### src/rtl/mtsie_pkg.sv
// constants shared by the timer, status and interrupt enable logic
package mtsie_pkg;

  // ----------------------------------------------------------------
  // clock and timing
  // ----------------------------------------------------------------
  localparam int CLK_MHZ           = 10;
  localparam int TICK_US           = 1;
  localparam int TICK_CYCLES       = TICK_US * CLK_MHZ;
  localparam int SE0_MIN_US        = 8;
  localparam int SE0_MIN_CYCLES    = SE0_MIN_US * CLK_MHZ;
  localparam int WAKE_SHORT_US     = 128;
  localparam int WAKE_SHORT_CYCLES = WAKE_SHORT_US * CLK_MHZ;
  localparam int WAKE_LONG_MS      = 128;
  localparam int WAKE_LONG_CYCLES  = WAKE_LONG_MS * 1000 * CLK_MHZ;

  // ----------------------------------------------------------------
  // timer geometry
  // ----------------------------------------------------------------
  localparam int TIMER_WIDTH     = 12;
  localparam int SHORT_IRQ_BITS  = 7;
  localparam int LONG_IRQ_BITS   = 10;

  // ----------------------------------------------------------------
  // i/o register addresses
  // ----------------------------------------------------------------
  localparam logic [7:0] ADDR_GLOBAL_IRQ_ENABLE = 8'h20;
  localparam logic [7:0] ADDR_TIMER_COUNT_LOW   = 8'h24;
  localparam logic [7:0] ADDR_TIMER_COUNT_HIGH  = 8'h25;
  localparam logic [7:0] ADDR_PROC_STATUS_CTRL  = 8'hff;

  // ----------------------------------------------------------------
  // processor status and control fields
  // ----------------------------------------------------------------
  localparam int PSC_RUN     = 0;
  localparam int PSC_STEP    = 1;
  localparam int PSC_IMASK   = 2;
  localparam int PSC_SUSPEND = 3;
  localparam int PSC_POR     = 4;
  localparam int PSC_BUSRST  = 5;
  localparam int PSC_WDR     = 6;
  localparam int PSC_PENDING = 7;
  localparam logic [7:0] PSC_POR_VALUE = 8'h11;
  localparam logic [7:0] PSC_WDR_VALUE = 8'h41;

  // ----------------------------------------------------------------
  // global enable fields and interrupt sources
  // ----------------------------------------------------------------
  localparam int GIE_BUSRST = 0;
  localparam int GIE_SHORT  = 1;
  localparam int GIE_LONG   = 2;
  localparam int GIE_DAC    = 4;
  localparam int GIE_GPIO   = 5;
  localparam logic [7:0] GIE_WRITE_MASK = 8'h37 & 8'hf7;
  localparam logic [7:0] GIE_RESET      = 8'h00;

  localparam int NUM_SRC = 5;
  localparam int SRC_BUSRST = 0;
  localparam int SRC_SHORT  = 1;
  localparam int SRC_LONG   = 2;
  localparam int SRC_DAC    = 3;
  localparam int SRC_GPIO   = 4;

  localparam logic [13:0] VEC_RESET  = 14'h0000;
  localparam logic [13:0] VEC_BUSRST = 14'h0002;
  localparam logic [13:0] VEC_SHORT  = 14'h0004;
  localparam logic [13:0] VEC_LONG   = 14'h0006;
  localparam logic [13:0] VEC_DAC    = 14'h0014;
  localparam logic [13:0] VEC_GPIO   = 14'h0016;

  // ----------------------------------------------------------------
  // suspend sequencer
  // ----------------------------------------------------------------
  typedef enum logic [1:0] {
    MTS_ACTIVE  = 2'b00,
    MTS_SUSPEND = 2'b01,
    MTS_WAKE    = 2'b10
  } mts_power_type;

endpackage

### src/rtl/mtsie_timer.sv
// free-running 12-bit microsecond timer with coherent two-byte read
`timescale 1ns/1ns
module mtsie_timer
  import mtsie_pkg::*;
#(
  parameter int WIDTH = TIMER_WIDTH
) (
  input  wire logic             clk_sys_i,   // system clock
  input  wire logic             clr_i,       // any reset, sync
  input  wire logic             rd_low_i,    // low byte read strobe
  output logic [WIDTH-1:0]      count_o,     // live count
  output logic [WIDTH-9:0]      held_high_o, // upper bits held at low read
  output logic                  short_o,     // 128-count boundary pulse
  output logic                  long_o       // 1024-count boundary pulse
);

  // ----------------------------------------------------------------
  // microsecond divider
  // ----------------------------------------------------------------
  logic [7:0] div_cnt;
  logic       tick;

  assign tick = (div_cnt == 8'(TICK_CYCLES - 1));

  always_ff @(posedge clk_sys_i) begin
    if (clr_i || tick) begin
      div_cnt <= 8'h00;
    end else begin
      div_cnt <= div_cnt + 8'h01;
    end
  end

  // ----------------------------------------------------------------
  // counter and boundary pulses
  // ----------------------------------------------------------------
  logic [WIDTH-1:0] next_count;

  assign next_count = count_o + WIDTH'(1);

  always_ff @(posedge clk_sys_i) begin
    if (clr_i) begin
      count_o <= '0;
    end else if (tick) begin
      count_o <= next_count;
    end
  end

  always_ff @(posedge clk_sys_i) begin
    if (clr_i) begin
      short_o <= 1'b0;
      long_o  <= 1'b0;
    end else begin
      short_o <= tick && (next_count[SHORT_IRQ_BITS-1:0] == '0);
      long_o  <= tick && (next_count[LONG_IRQ_BITS-1:0] == '0);
    end
  end

  // hold upper bits on low read
  always_ff @(posedge clk_sys_i) begin
    if (clr_i) begin
      held_high_o <= '0;
    end else if (rd_low_i) begin
      held_high_o <= count_o[WIDTH-1:8];
    end
  end

endmodule

### src/rtl/mtsie_core.sv
// system control: timer, processor status/control, interrupt enables
`timescale 1ns/1ns
module mtsie_core
  import mtsie_pkg::*;
#(
  parameter int WAKE_LONG  = WAKE_LONG_CYCLES,
  parameter int WAKE_SHORT = WAKE_SHORT_CYCLES
) (
  input  wire logic        clk_sys_i,                          // clock
  input  wire logic        rst_i,                              // power-on
  input  wire logic        wdog_reset_i,                       // watchdog rst
  input  wire logic [7:0]  io_addr_i,                          // i/o address
  input  wire logic        io_write_instruction_i,             // write strobe
  input  wire logic        io_read_instruction_i,              // read strobe
  input  wire logic [7:0]  io_wdata_i,                         // write data
  input  wire logic        instr_last_cycle_i,                 // instr end
  input  wire logic        halt_instruction_i,                 // halt op
  input  wire logic        disable_interrupts_instruction_i,   // irq off op
  input  wire logic        enable_interrupts_instruction_i,    // irq on op
  input  wire logic        return_from_interrupt_instruction_i,// return op
  input  wire logic        usb_dp_i,                           // d+ pin
  input  wire logic        usb_dm_i,                           // d- pin
  input  wire logic        bus_activity_i,                     // sie activity
  input  wire logic        dac_irq_i,                          // dac event
  input  wire logic        gpio_irq_i,                         // gpio event
  output logic [7:0]       io_rdata_o,                         // read data
  output logic             cpu_run_o,                          // core may run
  output logic             suspend_o,                          // low power
  output logic             irq_call_o,                         // vector call
  output logic [13:0]      irq_vector_o                        // call target
);

  // ----------------------------------------------------------------
  // helpers
  // ----------------------------------------------------------------
  function automatic logic [NUM_SRC-1:0] first_one(
    input logic [NUM_SRC-1:0] req
  );
    logic [NUM_SRC-1:0] sel;
    sel = '0;
    for (int i = NUM_SRC - 1; i >= 0; i--) begin
      if (req[i]) begin
        sel = '0;
        sel[i] = 1'b1;
      end
    end
    return sel;
  endfunction

  function automatic logic [13:0] vector_of(
    input logic [NUM_SRC-1:0] sel
  );
    logic [13:0] v;
    v = VEC_RESET;
    if (sel[SRC_BUSRST]) v = VEC_BUSRST;
    if (sel[SRC_SHORT])  v = VEC_SHORT;
    if (sel[SRC_LONG])   v = VEC_LONG;
    if (sel[SRC_DAC])    v = VEC_DAC;
    if (sel[SRC_GPIO])   v = VEC_GPIO;
    return v;
  endfunction

  // ----------------------------------------------------------------
  // resets and i/o decode
  // ----------------------------------------------------------------
  logic any_rst;
  logic wr_gie;
  logic wr_psc;
  logic rd_low;

  assign any_rst = rst_i || wdog_reset_i;
  assign wr_gie  = io_write_instruction_i &&
                   (io_addr_i == ADDR_GLOBAL_IRQ_ENABLE);
  assign wr_psc  = io_write_instruction_i &&
                   (io_addr_i == ADDR_PROC_STATUS_CTRL);
  assign rd_low  = io_read_instruction_i &&
                   (io_addr_i == ADDR_TIMER_COUNT_LOW);

  // ----------------------------------------------------------------
  // timer
  // ----------------------------------------------------------------
  logic [TIMER_WIDTH-1:0] tmr_count;
  logic [3:0]             tmr_held;
  logic                   tmr_short;
  logic                   tmr_long;

  mtsie_timer #(
    .WIDTH       (TIMER_WIDTH)
  ) u_timer (
    .clk_sys_i   (clk_sys_i),
    .clr_i       (any_rst),
    .rd_low_i    (rd_low),
    .count_o     (tmr_count),
    .held_high_o (tmr_held),
    .short_o     (tmr_short),
    .long_o      (tmr_long)
  );

  // ----------------------------------------------------------------
  // bus reset detection
  // ----------------------------------------------------------------
  logic [1:0] dp_sync;
  logic [1:0] dm_sync;
  logic [7:0] se0_cnt;
  logic       busrst_evt;

  always_ff @(posedge clk_sys_i) begin
    dp_sync <= {dp_sync[0], usb_dp_i};
    dm_sync <= {dm_sync[0], usb_dm_i};
  end

  // both lines low counts as se0
  always_ff @(posedge clk_sys_i) begin
    if (any_rst || dp_sync[1] || dm_sync[1]) begin
      se0_cnt <= 8'h00;
    end else if (se0_cnt <= 8'(SE0_MIN_CYCLES)) begin
      se0_cnt <= se0_cnt + 8'h01;
    end
  end

  // one event when se0 exceeds minimum
  assign busrst_evt = !dp_sync[1] && !dm_sync[1] &&
                      (se0_cnt == 8'(SE0_MIN_CYCLES));

  // ----------------------------------------------------------------
  // interrupt latches and enables
  // ----------------------------------------------------------------
  logic [7:0]         gie;
  logic [NUM_SRC-1:0] src_evt;
  logic [NUM_SRC-1:0] src_en;
  logic [NUM_SRC-1:0] latch;
  logic [NUM_SRC-1:0] pend;
  logic [NUM_SRC-1:0] take_sel;
  logic               any_pend;
  logic               gie_state;
  logic               ack;

  // bus reset feeds an interrupt latch and also sets the bus reset status flag
  assign src_evt = {gpio_irq_i, dac_irq_i, tmr_long, tmr_short,
                    busrst_evt};
  assign src_en  = {gie[GIE_GPIO], gie[GIE_DAC], gie[GIE_LONG],
                    gie[GIE_SHORT], gie[GIE_BUSRST]};
  assign pend     = latch & src_en;
  assign any_pend = |pend;
  assign take_sel = first_one(pend);
  assign ack      = instr_last_cycle_i && cpu_run_o && gie_state &&
                    any_pend;

  // enable register, reserved bits held zero
  always_ff @(posedge clk_sys_i) begin
    if (any_rst) begin
      gie <= GIE_RESET;
    end else if (wr_gie) begin
      gie <= io_wdata_i & GIE_WRITE_MASK;
    end
  end

  // latch clear on acknowledge; a new event wins
  always_ff @(posedge clk_sys_i) begin
    if (any_rst) begin
      latch <= '0;
    end else begin
      latch <= (latch & ~(ack ? take_sel : '0)) | src_evt;
    end
  end

  // global enable set by instructions, cleared by instructions and on acknowledge
  always_ff @(posedge clk_sys_i) begin
    if (any_rst) begin
      gie_state <= 1'b0;
    end else if (ack || disable_interrupts_instruction_i) begin
      gie_state <= 1'b0;
    end else if (enable_interrupts_instruction_i ||
                 return_from_interrupt_instruction_i) begin
      gie_state <= 1'b1;
    end
  end

  // call the vector of the serviced source
  always_ff @(posedge clk_sys_i) begin
    if (any_rst) begin
      irq_call_o   <= 1'b0;
      irq_vector_o <= VEC_RESET;
    end else begin
      irq_call_o <= ack;
      if (ack) begin
        irq_vector_o <= vector_of(take_sel);
      end
    end
  end

  // ----------------------------------------------------------------
  // suspend sequencer
  // ----------------------------------------------------------------
  mts_power_type pwr;
  logic [7:0]    psc;
  logic [20:0]   wake_cnt;
  logic          susp_req;
  logic          wake_cause;

  assign susp_req   = wr_psc && io_wdata_i[PSC_SUSPEND] &&
                      !bus_activity_i && !any_pend;
  assign wake_cause = bus_activity_i || any_pend;

  // enter suspend and leave on wake cause
  always_ff @(posedge clk_sys_i) begin
    if (any_rst) begin
      pwr      <= MTS_ACTIVE;
      wake_cnt <= '0;
    end else begin
      case (pwr)
        MTS_ACTIVE: begin
          if (susp_req) begin
            pwr <= MTS_SUSPEND;
          end
        end
        MTS_SUSPEND: begin
          if (wake_cause) begin
            pwr <= MTS_WAKE;
            // start-up delay chosen by power-on flag
            wake_cnt <= psc[PSC_POR] ? 21'(WAKE_LONG - 1)
                                     : 21'(WAKE_SHORT - 1);
          end
        end
        MTS_WAKE: begin
          if (wake_cnt == '0) begin
            pwr <= MTS_ACTIVE;
          end else begin
            wake_cnt <= wake_cnt - 21'h00_0001;
          end
        end
        default: begin
          pwr <= MTS_ACTIVE;
        end
      endcase
    end
  end

  // ----------------------------------------------------------------
  // processor status and control
  // ----------------------------------------------------------------
  logic [7:0] psc_rd;
  logic       next_run;

  // halt and single step clear run
  always_comb begin
    next_run = psc[PSC_RUN];
    // firmware keeps run written as one
    if (wr_psc) begin
      next_run = io_wdata_i[PSC_RUN];
    end
    if (instr_last_cycle_i && cpu_run_o &&
        (halt_instruction_i || psc[PSC_STEP])) begin
      next_run = 1'b0;
    end
  end

  always_ff @(posedge clk_sys_i) begin
    if (rst_i) begin
      psc <= PSC_POR_VALUE;
    end else if (wdog_reset_i) begin
      psc <= PSC_WDR_VALUE;
    end else begin
      psc[PSC_RUN] <= next_run;
      if (wr_psc) begin
        psc[PSC_STEP] <= io_wdata_i[PSC_STEP];
        psc[PSC_POR]  <= psc[PSC_POR] & io_wdata_i[PSC_POR];
        psc[PSC_WDR]  <= io_wdata_i[PSC_WDR];
      end
      // bus reset flag, hardware set wins
      psc[PSC_BUSRST] <= busrst_evt ||
                         (wr_psc ? io_wdata_i[PSC_BUSRST]
                                 : psc[PSC_BUSRST]);
      psc[PSC_SUSPEND] <= (pwr == MTS_SUSPEND) ? !wake_cause
                                               : susp_req;
      psc[PSC_PENDING] <= ack ? |(src_evt & src_en)
                              : (psc[PSC_PENDING] || any_pend);
      psc[PSC_IMASK] <= 1'b0;
    end
  end

  // mask bit reflects live enable state
  always_comb begin
    psc_rd = psc;
    psc_rd[PSC_IMASK] = gie_state;
  end

  // ----------------------------------------------------------------
  // run and suspend outputs
  // ----------------------------------------------------------------
  always_ff @(posedge clk_sys_i) begin
    if (any_rst) begin
      cpu_run_o <= 1'b1;
      suspend_o <= 1'b0;
    end else begin
      cpu_run_o <= next_run && (pwr == MTS_ACTIVE) && !susp_req;
      suspend_o <= (pwr == MTS_SUSPEND && !wake_cause) || susp_req;
    end
  end

  // ----------------------------------------------------------------
  // read data
  // ----------------------------------------------------------------
  // register read map
  always_ff @(posedge clk_sys_i) begin
    if (any_rst) begin
      io_rdata_o <= 8'h00;
    end else if (io_read_instruction_i) begin
      case (io_addr_i)
        ADDR_GLOBAL_IRQ_ENABLE: io_rdata_o <= gie;
        ADDR_TIMER_COUNT_LOW:   io_rdata_o <= tmr_count[7:0];
        ADDR_TIMER_COUNT_HIGH:  io_rdata_o <= {4'h0, tmr_held};
        ADDR_PROC_STATUS_CTRL:  io_rdata_o <= psc_rd;
        default:                io_rdata_o <= 8'h00;
      endcase
    end
  end

endmodule

### config.mk
export PLATFORM = sky130hd
export DESIGN_NAME = mtsie_core
export DESIGN_NICKNAME = d
export VERILOG_FILES = /design/src/rtl/mtsie_pkg.sv /design/src/rtl/mtsie_timer.sv /design/src/rtl/mtsie_core.sv
export SDC_FILE = /design/constraint.sdc
export NUM_CORES = 1
export LEC_CHECK = 0
export ABC_AREA = 1
export BUFFER_PORTS_ARGS = -buffer_cell sky130_fd_sc_hd__buf_2
export CAP_MARGIN = 0
export CORE_UTILIZATION = 45
export DETAILED_ROUTE_END_ITERATION = 6
export PLACE_DENSITY_LB_ADDON = 0.05
export SLEW_MARGIN = 20
export SYNTH_ARGS = -nofsm -noshare
export SYNTH_HDL_FRONTEND = slang
export SYNTH_SLANG_ARGS = --single-unit
export TNS_END_PERCENT = 50
### constraint.sdc
create_clock -name clk_sys_i -period 3.4 [get_ports clk_sys_i]
set_input_delay 0.68 -clock clk_sys_i [delete_from_list [all_inputs] [get_ports clk_sys_i]]
set_output_delay 0.68 -clock clk_sys_i [all_outputs]
set_load 0.02 [all_outputs]
==> qor.csv, run 1 <==
metric,value,unit
outcome,"complete, no violations",
P&R area growth vs syn,10.1,%
post-synthesis sequential area ratio,39.4,%
crit path time final,2.01,ns
P_leak,2.25,nW
Startpoint Class,flop,
Congestion Overflow GR,0,
launch point of the worst reg-to-reg path,pwr[0],
GP Congestion,0.848,
crit end category,flop,
"Clk Latency, worst-skew pair",0.36,ns
Finished Layout Cells,869,
Final Util,50.8,%
worst setup path start,pwr[0],
post-synthesis cell count,685,
area share of the largest cell type after synthesis,39.4,%
vias in the first global route,4104,
Yosys warnings,0,
sequential share of power,57.3,%
# Max-Cap Violations,0,
diode count,0,
# hold bufs at CTS,0,
post-cts sizing count,0,
First-pass DRT Iterations,5,
Yosys reg bits,93,
Sw Share,23.9,%
initial antenna violation count,0,
Comb pwr share,4.5,%
post-CTS repair timing setup buffer count,0,
routed via count,4286,
Slew @ Worst Pin,0.576,ns
pin count of the biggest net entering global routing,26,
layout cells sized above 1,12.1,%
Initial Util,46.1,%
first-pass GRT wire length,19.0,mm
Routed WL,11.0,mm
htree depth,3,
die height,104,um
Critical Path AT,2.31,ns
nets,767,
crit path to,wake_cnt[20],
crit-path max FO,22,
Die Area,0.0109,mm^2
Min-Delay Path Class,flop to flop,
Max Slew Vio Count,0,
overall power,1.92,mW
hpwl dp,8.27,mm
Synth cell types,40,
FF-to-FF End,wake_cnt[20],
Root Buffer,clkbuf_8,
total clock sinks,93,
Final Hold Vio Count,0,
Syn Std Cell Area,0.00472,mm^2
cell taking the most area after synthesis,dfxtp_1,
internal power,1.46,mW
DRT antenna net count,0,
# setup viols final,0,
"commonest non-fill, non-tap cell in the layout",nand2_1,
GRT Resource Usage Total,21.7,%
Max Freq,0.498,GHz
boundary pin count,56,
max_slew headroom,61.3,%
hold_ws,0.334,ns
core area,0.0102,mm^2
PortBufs,43,
drc violations,0,
CTS buffer count,9,
clock slew at reported path FFs,0.09,ns
Die X,104,um
Setup CP Type,flop to flop,
clock share of power,38.1,%
R2R cell count,8,
Switching Power,460,uW
setup TNS,0,ns
most frequent cells in the layout,"158 x nand2_1, 93 x dfxtp_1, 83 x inv_1",
First DRT Iteration DRCs,197,
WL/cell,12.7,um
placed insts,853,
Clock Tree Buf Depth,2,
clock skew,0.00581,ns
Max VDD drop,181,uV
Syn Area/Cell,6.89,um^2
R2R setup slack,1.39,ns
fin crit share,59.1,%
Pwr Density,370,mW/mm^2
vias per cell,4.93,
CTS tree,done,
RSZ-0062 raised after global routing,false,
Area contributors post-synth,"dfxtp_1 39%, nand2_1 13%, inv_1 6.6%, nor2_1 6.3%, a21oi_1 6.3%",
FP Rows,37,
WP data required,3.70,ns
synthesized netlist by cell type, drive strengths merged:
| cell | number |
|---|---|
| nand2 | 166 |
| dfxtp | 93 |
| inv | 86 |
| nor2 | 86 |
| a21oi | 64 |
| nand3 | 49 |
| o21ai | 44 |
| buf | 19 |
| nor3 | 14 |
| xor2 | 11 |
| nand4 | 10 |
| ha | 8 |
| o22ai | 7 |
| clkbuf | 6 |
| o211ai | 3 |
| o31ai | 3 |
| xnor2 | 3 |
| a31oi | 2 |
| nand3b | 2 |
| nor4 | 2 |
| o21bai | 2 |
| a22o | 1 |
| a41oi | 1 |
| and2 | 1 |
| clkinv | 1 |
| conb | 1 |
registers in the layout, indices dropped and copies added (netlist names), 5 cells and up:
register and cells:
wake_cnt 21, u_timer.count_o 12, io_rdata_o 8, se0_cnt 8
u_timer.div_cnt 8, psc 7, gie 5, latch 5
metal layers:
layer  vias to the layer above  routed length [um]  track usage (%)
met5                         -                   0                0
met4                         0                 155             7.86
met2                        57                5130             36.3
met1                      1936                5500             27.9
met3                        12                 236             3.82
li1                       2281                   -                -
cell type report:
cell class	instances	area, um^2
inverters	87	329
multi-input cells	490	2400
well taps	136	170
flip-flops and latches	93	1860
clock inverters	6	63.8
clock buffers	10	128
repair buffers	47	245
fillers	1040	5030
how the worst min path moves through the flow:
stage / end / from / cells past startpoint
global route: dm_sync[1] / dm_sync[0] / 0
finish: dm_sync[1] / dm_sync[0] / 0
global placement: dm_sync[1] / dm_sync[0] / 0
floorplan: dm_sync[1] / dm_sync[0] / 0
CTS: dm_sync[1] / dm_sync[0] / 0
detailed placement: dm_sync[1] / dm_sync[0] / 0
stage by stage:
stage / setup slack [ns] / cell area, um^2
final: 1.39 / 5200
after global routing: 1.15 / 5200
after CTS: 1.40 / 5200
after detailed placement: 1.26 / 5010
after global placement: 1.26 / 5010
after floorplan: 1.68 / 4760
critical path, cell delays in order (launching register included):
cell and delay [ns]:
dfxtp_1 0.34, inv_1 0.05, nand2_1 0.30, clkinv_1 0.39
nand2_2 0.22, nand2_4 0.18, nand2_1 0.16, inv_1 0.11
a21oi_1 0.16
cell families (layout without fill, tap and decap cells):
family / Yosys count / count (layout) / share of synthesized area, %
flip-flops: 93 / 93 / 39.4
other: 1 / 11 / 0.0794
AO/OA/AOI/OAI: 127 / 127 / 14.7
AND/OR/NAND/NOR: 330 / 330 / 30.6
buffers and inverters: 112 / 150 / 10.5
XOR/XNOR: 14 / 14 / 2.60
adder cells (fa/ha/maj): 8 / 8 / 2.12
power groups by stage:
stage / Clock (mW) / Sequential [mW] / Combinational, mW
final: 0.733 / 1.10 / 0.0874
after detailed placement: 0 / 1.13 / 0.0874
after global routing: 0.803 / 1.10 / 0.0971
after global placement: 0 / 1.13 / 0.0861
after CTS: 0.754 / 1.10 / 0.0878
after floorplan: 0 / 1.13 / 0.0609
(Power assumes the default switching activity.)
==> run 2, diff against run 1 <==
clock period = 1.77 ns   (was 3.4 ns; I/O delays follow)
==> run 2 against run 1 <==
Global-route usage rose by 0.79 points; count of clock-buffer cells in the layout rose by 1; clock power rose by 100%; register-to-register slack got worse by 1.2 ns; die area did not move; fmax rose by 27%; combinational power rose by 100%; cell area rose by 2.5%; cell count rose by 1.2%; worst hold slack got worse by 0.25 ns; highest routed layer unchanged.
==> qor.csv, run 2 (synthesis results as in run 1) <==
metric,value,unit
pin count of the biggest net entering global routing,39,
# setup viols final,0,
die height,104,um
Final Util,52.1,%
Startpoint Class,flop,
Initial Util,46.1,%
"commonest non-fill, non-tap cell in the layout",nand2_1,
WL/cell,12.9,um
clock slew at reported path FFs,0.09,ns
routed via count,4412,
clock skew,0.00748,ns
max_slew headroom,66.2,%
PortBufs,43,
Top Family by Delay on Critical Path,simple AND/OR/NAND/NOR gates,
Final Hold Vio Count,0,
Min-Delay Path Class,input pin to flop,
fin crit share,89.7,%
hpwl dp,8.57,mm
total clock sinks,93,
# Max-Cap Violations,0,
hold_sp,usb_dp_i,
FP Rows,37,
first-pass GRT wire length,19.6,mm
cells along the critical path,nand2_1 > nand2_1 > nor2_4 > nand3b_4 > nand2_2 > nand2_8 > inv_4 > nand2_1 > a21oi_2,
launch point of the worst reg-to-reg path,gie[2],
Die Area,0.0109,mm^2
First-pass DRT Iterations,5,
biggest cell delay along the critical path,0.35,ns
outcome,"complete, no violations",
Clock Tree Buf Depth,2,
nets,778,
Regs by FF count,"wake_cnt (21), u_timer.count_o (12)",
most frequent cells in the layout,"157 x nand2_1, 93 x dfxtp_1, 83 x inv_1",
hold path depth,1,
Max Slew Vio Count,0,
vias in the first global route,4257,
setup TNS,0,ns
P_leak,2.33,nW
Congestion Overflow GR,0,
R2R cell count,9,
Routed WL,11.3,mm
slowest CP cell,dfxtp_1,
Slew @ Worst Pin,0.503,ns
DRT antenna net count,0,
R2R setup slack,0.18,ns
vias per cell,5.02,
Die X,104,um
GP Congestion,0.856,
RSZ-0062 raised after global routing,false,
post-cts sizing count,0,
"Clk Latency, worst-skew pair",0.37,ns
# hold bufs at CTS,0,
Critical path buffers and inverters,1,
Critical Path AT,1.90,ns
P&R area growth vs syn,12.9,%
crit end category,flop,
Max Freq,0.630,GHz
Pwr Density,708,mW/mm^2
diode count,0,
Hold Path Sink,dp_sync[0],
core area,0.0102,mm^2
GRT Resource Usage Total,22.5,%
WP data required,2.08,ns
Max VDD drop,308,uV
boundary pin count,56,
Setup CP Type,flop to flop,
register with the most flip-flops,wake_cnt,
crit-path max FO,22,
FF-to-FF End,wake_cnt[12],
layout cells sized above 1,13.7,%
initial antenna violation count,0,
htree depth,3,
most frequent CP cell,nand2_1,
crit path time final,1.59,ns
Root Buffer,clkbuf_8,
drc violations,0,
max FFs per register,21,
CTS tree,done,
CTS buffer count,9,
post-CTS repair timing setup buffer count,0,
First DRT Iteration DRCs,140,
==> run 2: cell count changes in the layout (fill, tap and decap cells not counted), sizes merged <==
cell      delta
buf         +11
clkinvlp     -1
clkbuf       +1
clkinv       -1
==> run 2: report_power, final <==
group / internal [mW] / switching (mW) / total (mW)
sequential: 2.11 / 0.0108 / 2.12
combinational: 0.0597 / 0.118 / 0.178
clock: 0.718 / 0.758 / 1.48
==> run 2: metrics by stage <==
stage               power [mW]  hold WS (ns)  std cells  setup slack, ns  instance area (um^2)
floorplan                 2.28         0.310        695            0.372                  4760
global placement          2.34         0.311        864            0.147                  5110
detailed placement        2.34         0.319        864            0.130                  5110
CTS                       3.80        0.0695        879            0.117                  5310
global route              3.91        0.0652        879          0.00823                  5330
finish                    3.77        0.0823        879            0.183                  5330
==> run 2: worst reg2reg max path, delay by kind of cell (launching register included) <==
family,cells,cell delay [ns]
buffers and inverters,1,0.18
AOI/OAI and AO/OA,1,0.12
DFF,1,0.35
and+or+nand+nor,7,0.89
==> run 2: routing by layer <==
layer  wire length, um  track usage [%]  share of wire [%]
met5                 0                0                  0
met4               227             9.49                2.0
met2              5280             37.5                 47
met3               329             4.01                2.9
met1              5510             28.5                 49
==> run 2: layout make-up <==
| class | instances | area (um^2) |
|---|---|---|
| Fill cell | 1072 | 4900 |
| Timing Repair Buffer | 58 | 353 |
| Tap cell | 136 | 170 |
| Multi-Input combinational cell | 490 | 2410 |
| Inverter | 87 | 329 |
| Clock buffer | 11 | 151 |
| Clock inverter | 4 | 47.5 |
| Sequential cell | 93 | 1860 |
==> run 2: worst max path at each step <==
stage | start | endpoint | slack (ns) | depth (start not counted)
global route | wake_cnt[0] | wake_cnt[12] | 0.008 | 10
finish | gie[2] | wake_cnt[12] | 0.18 | 9
floorplan | io_addr_i[0] | gie[1] | 0.37 | 7
detailed placement | gie[2] | wake_cnt[16] | 0.13 | 9
global placement | io_addr_i[0] | io_rdata_o[4] | 0.15 | 8
CTS | gie[2] | wake_cnt[17] | 0.12 | 9
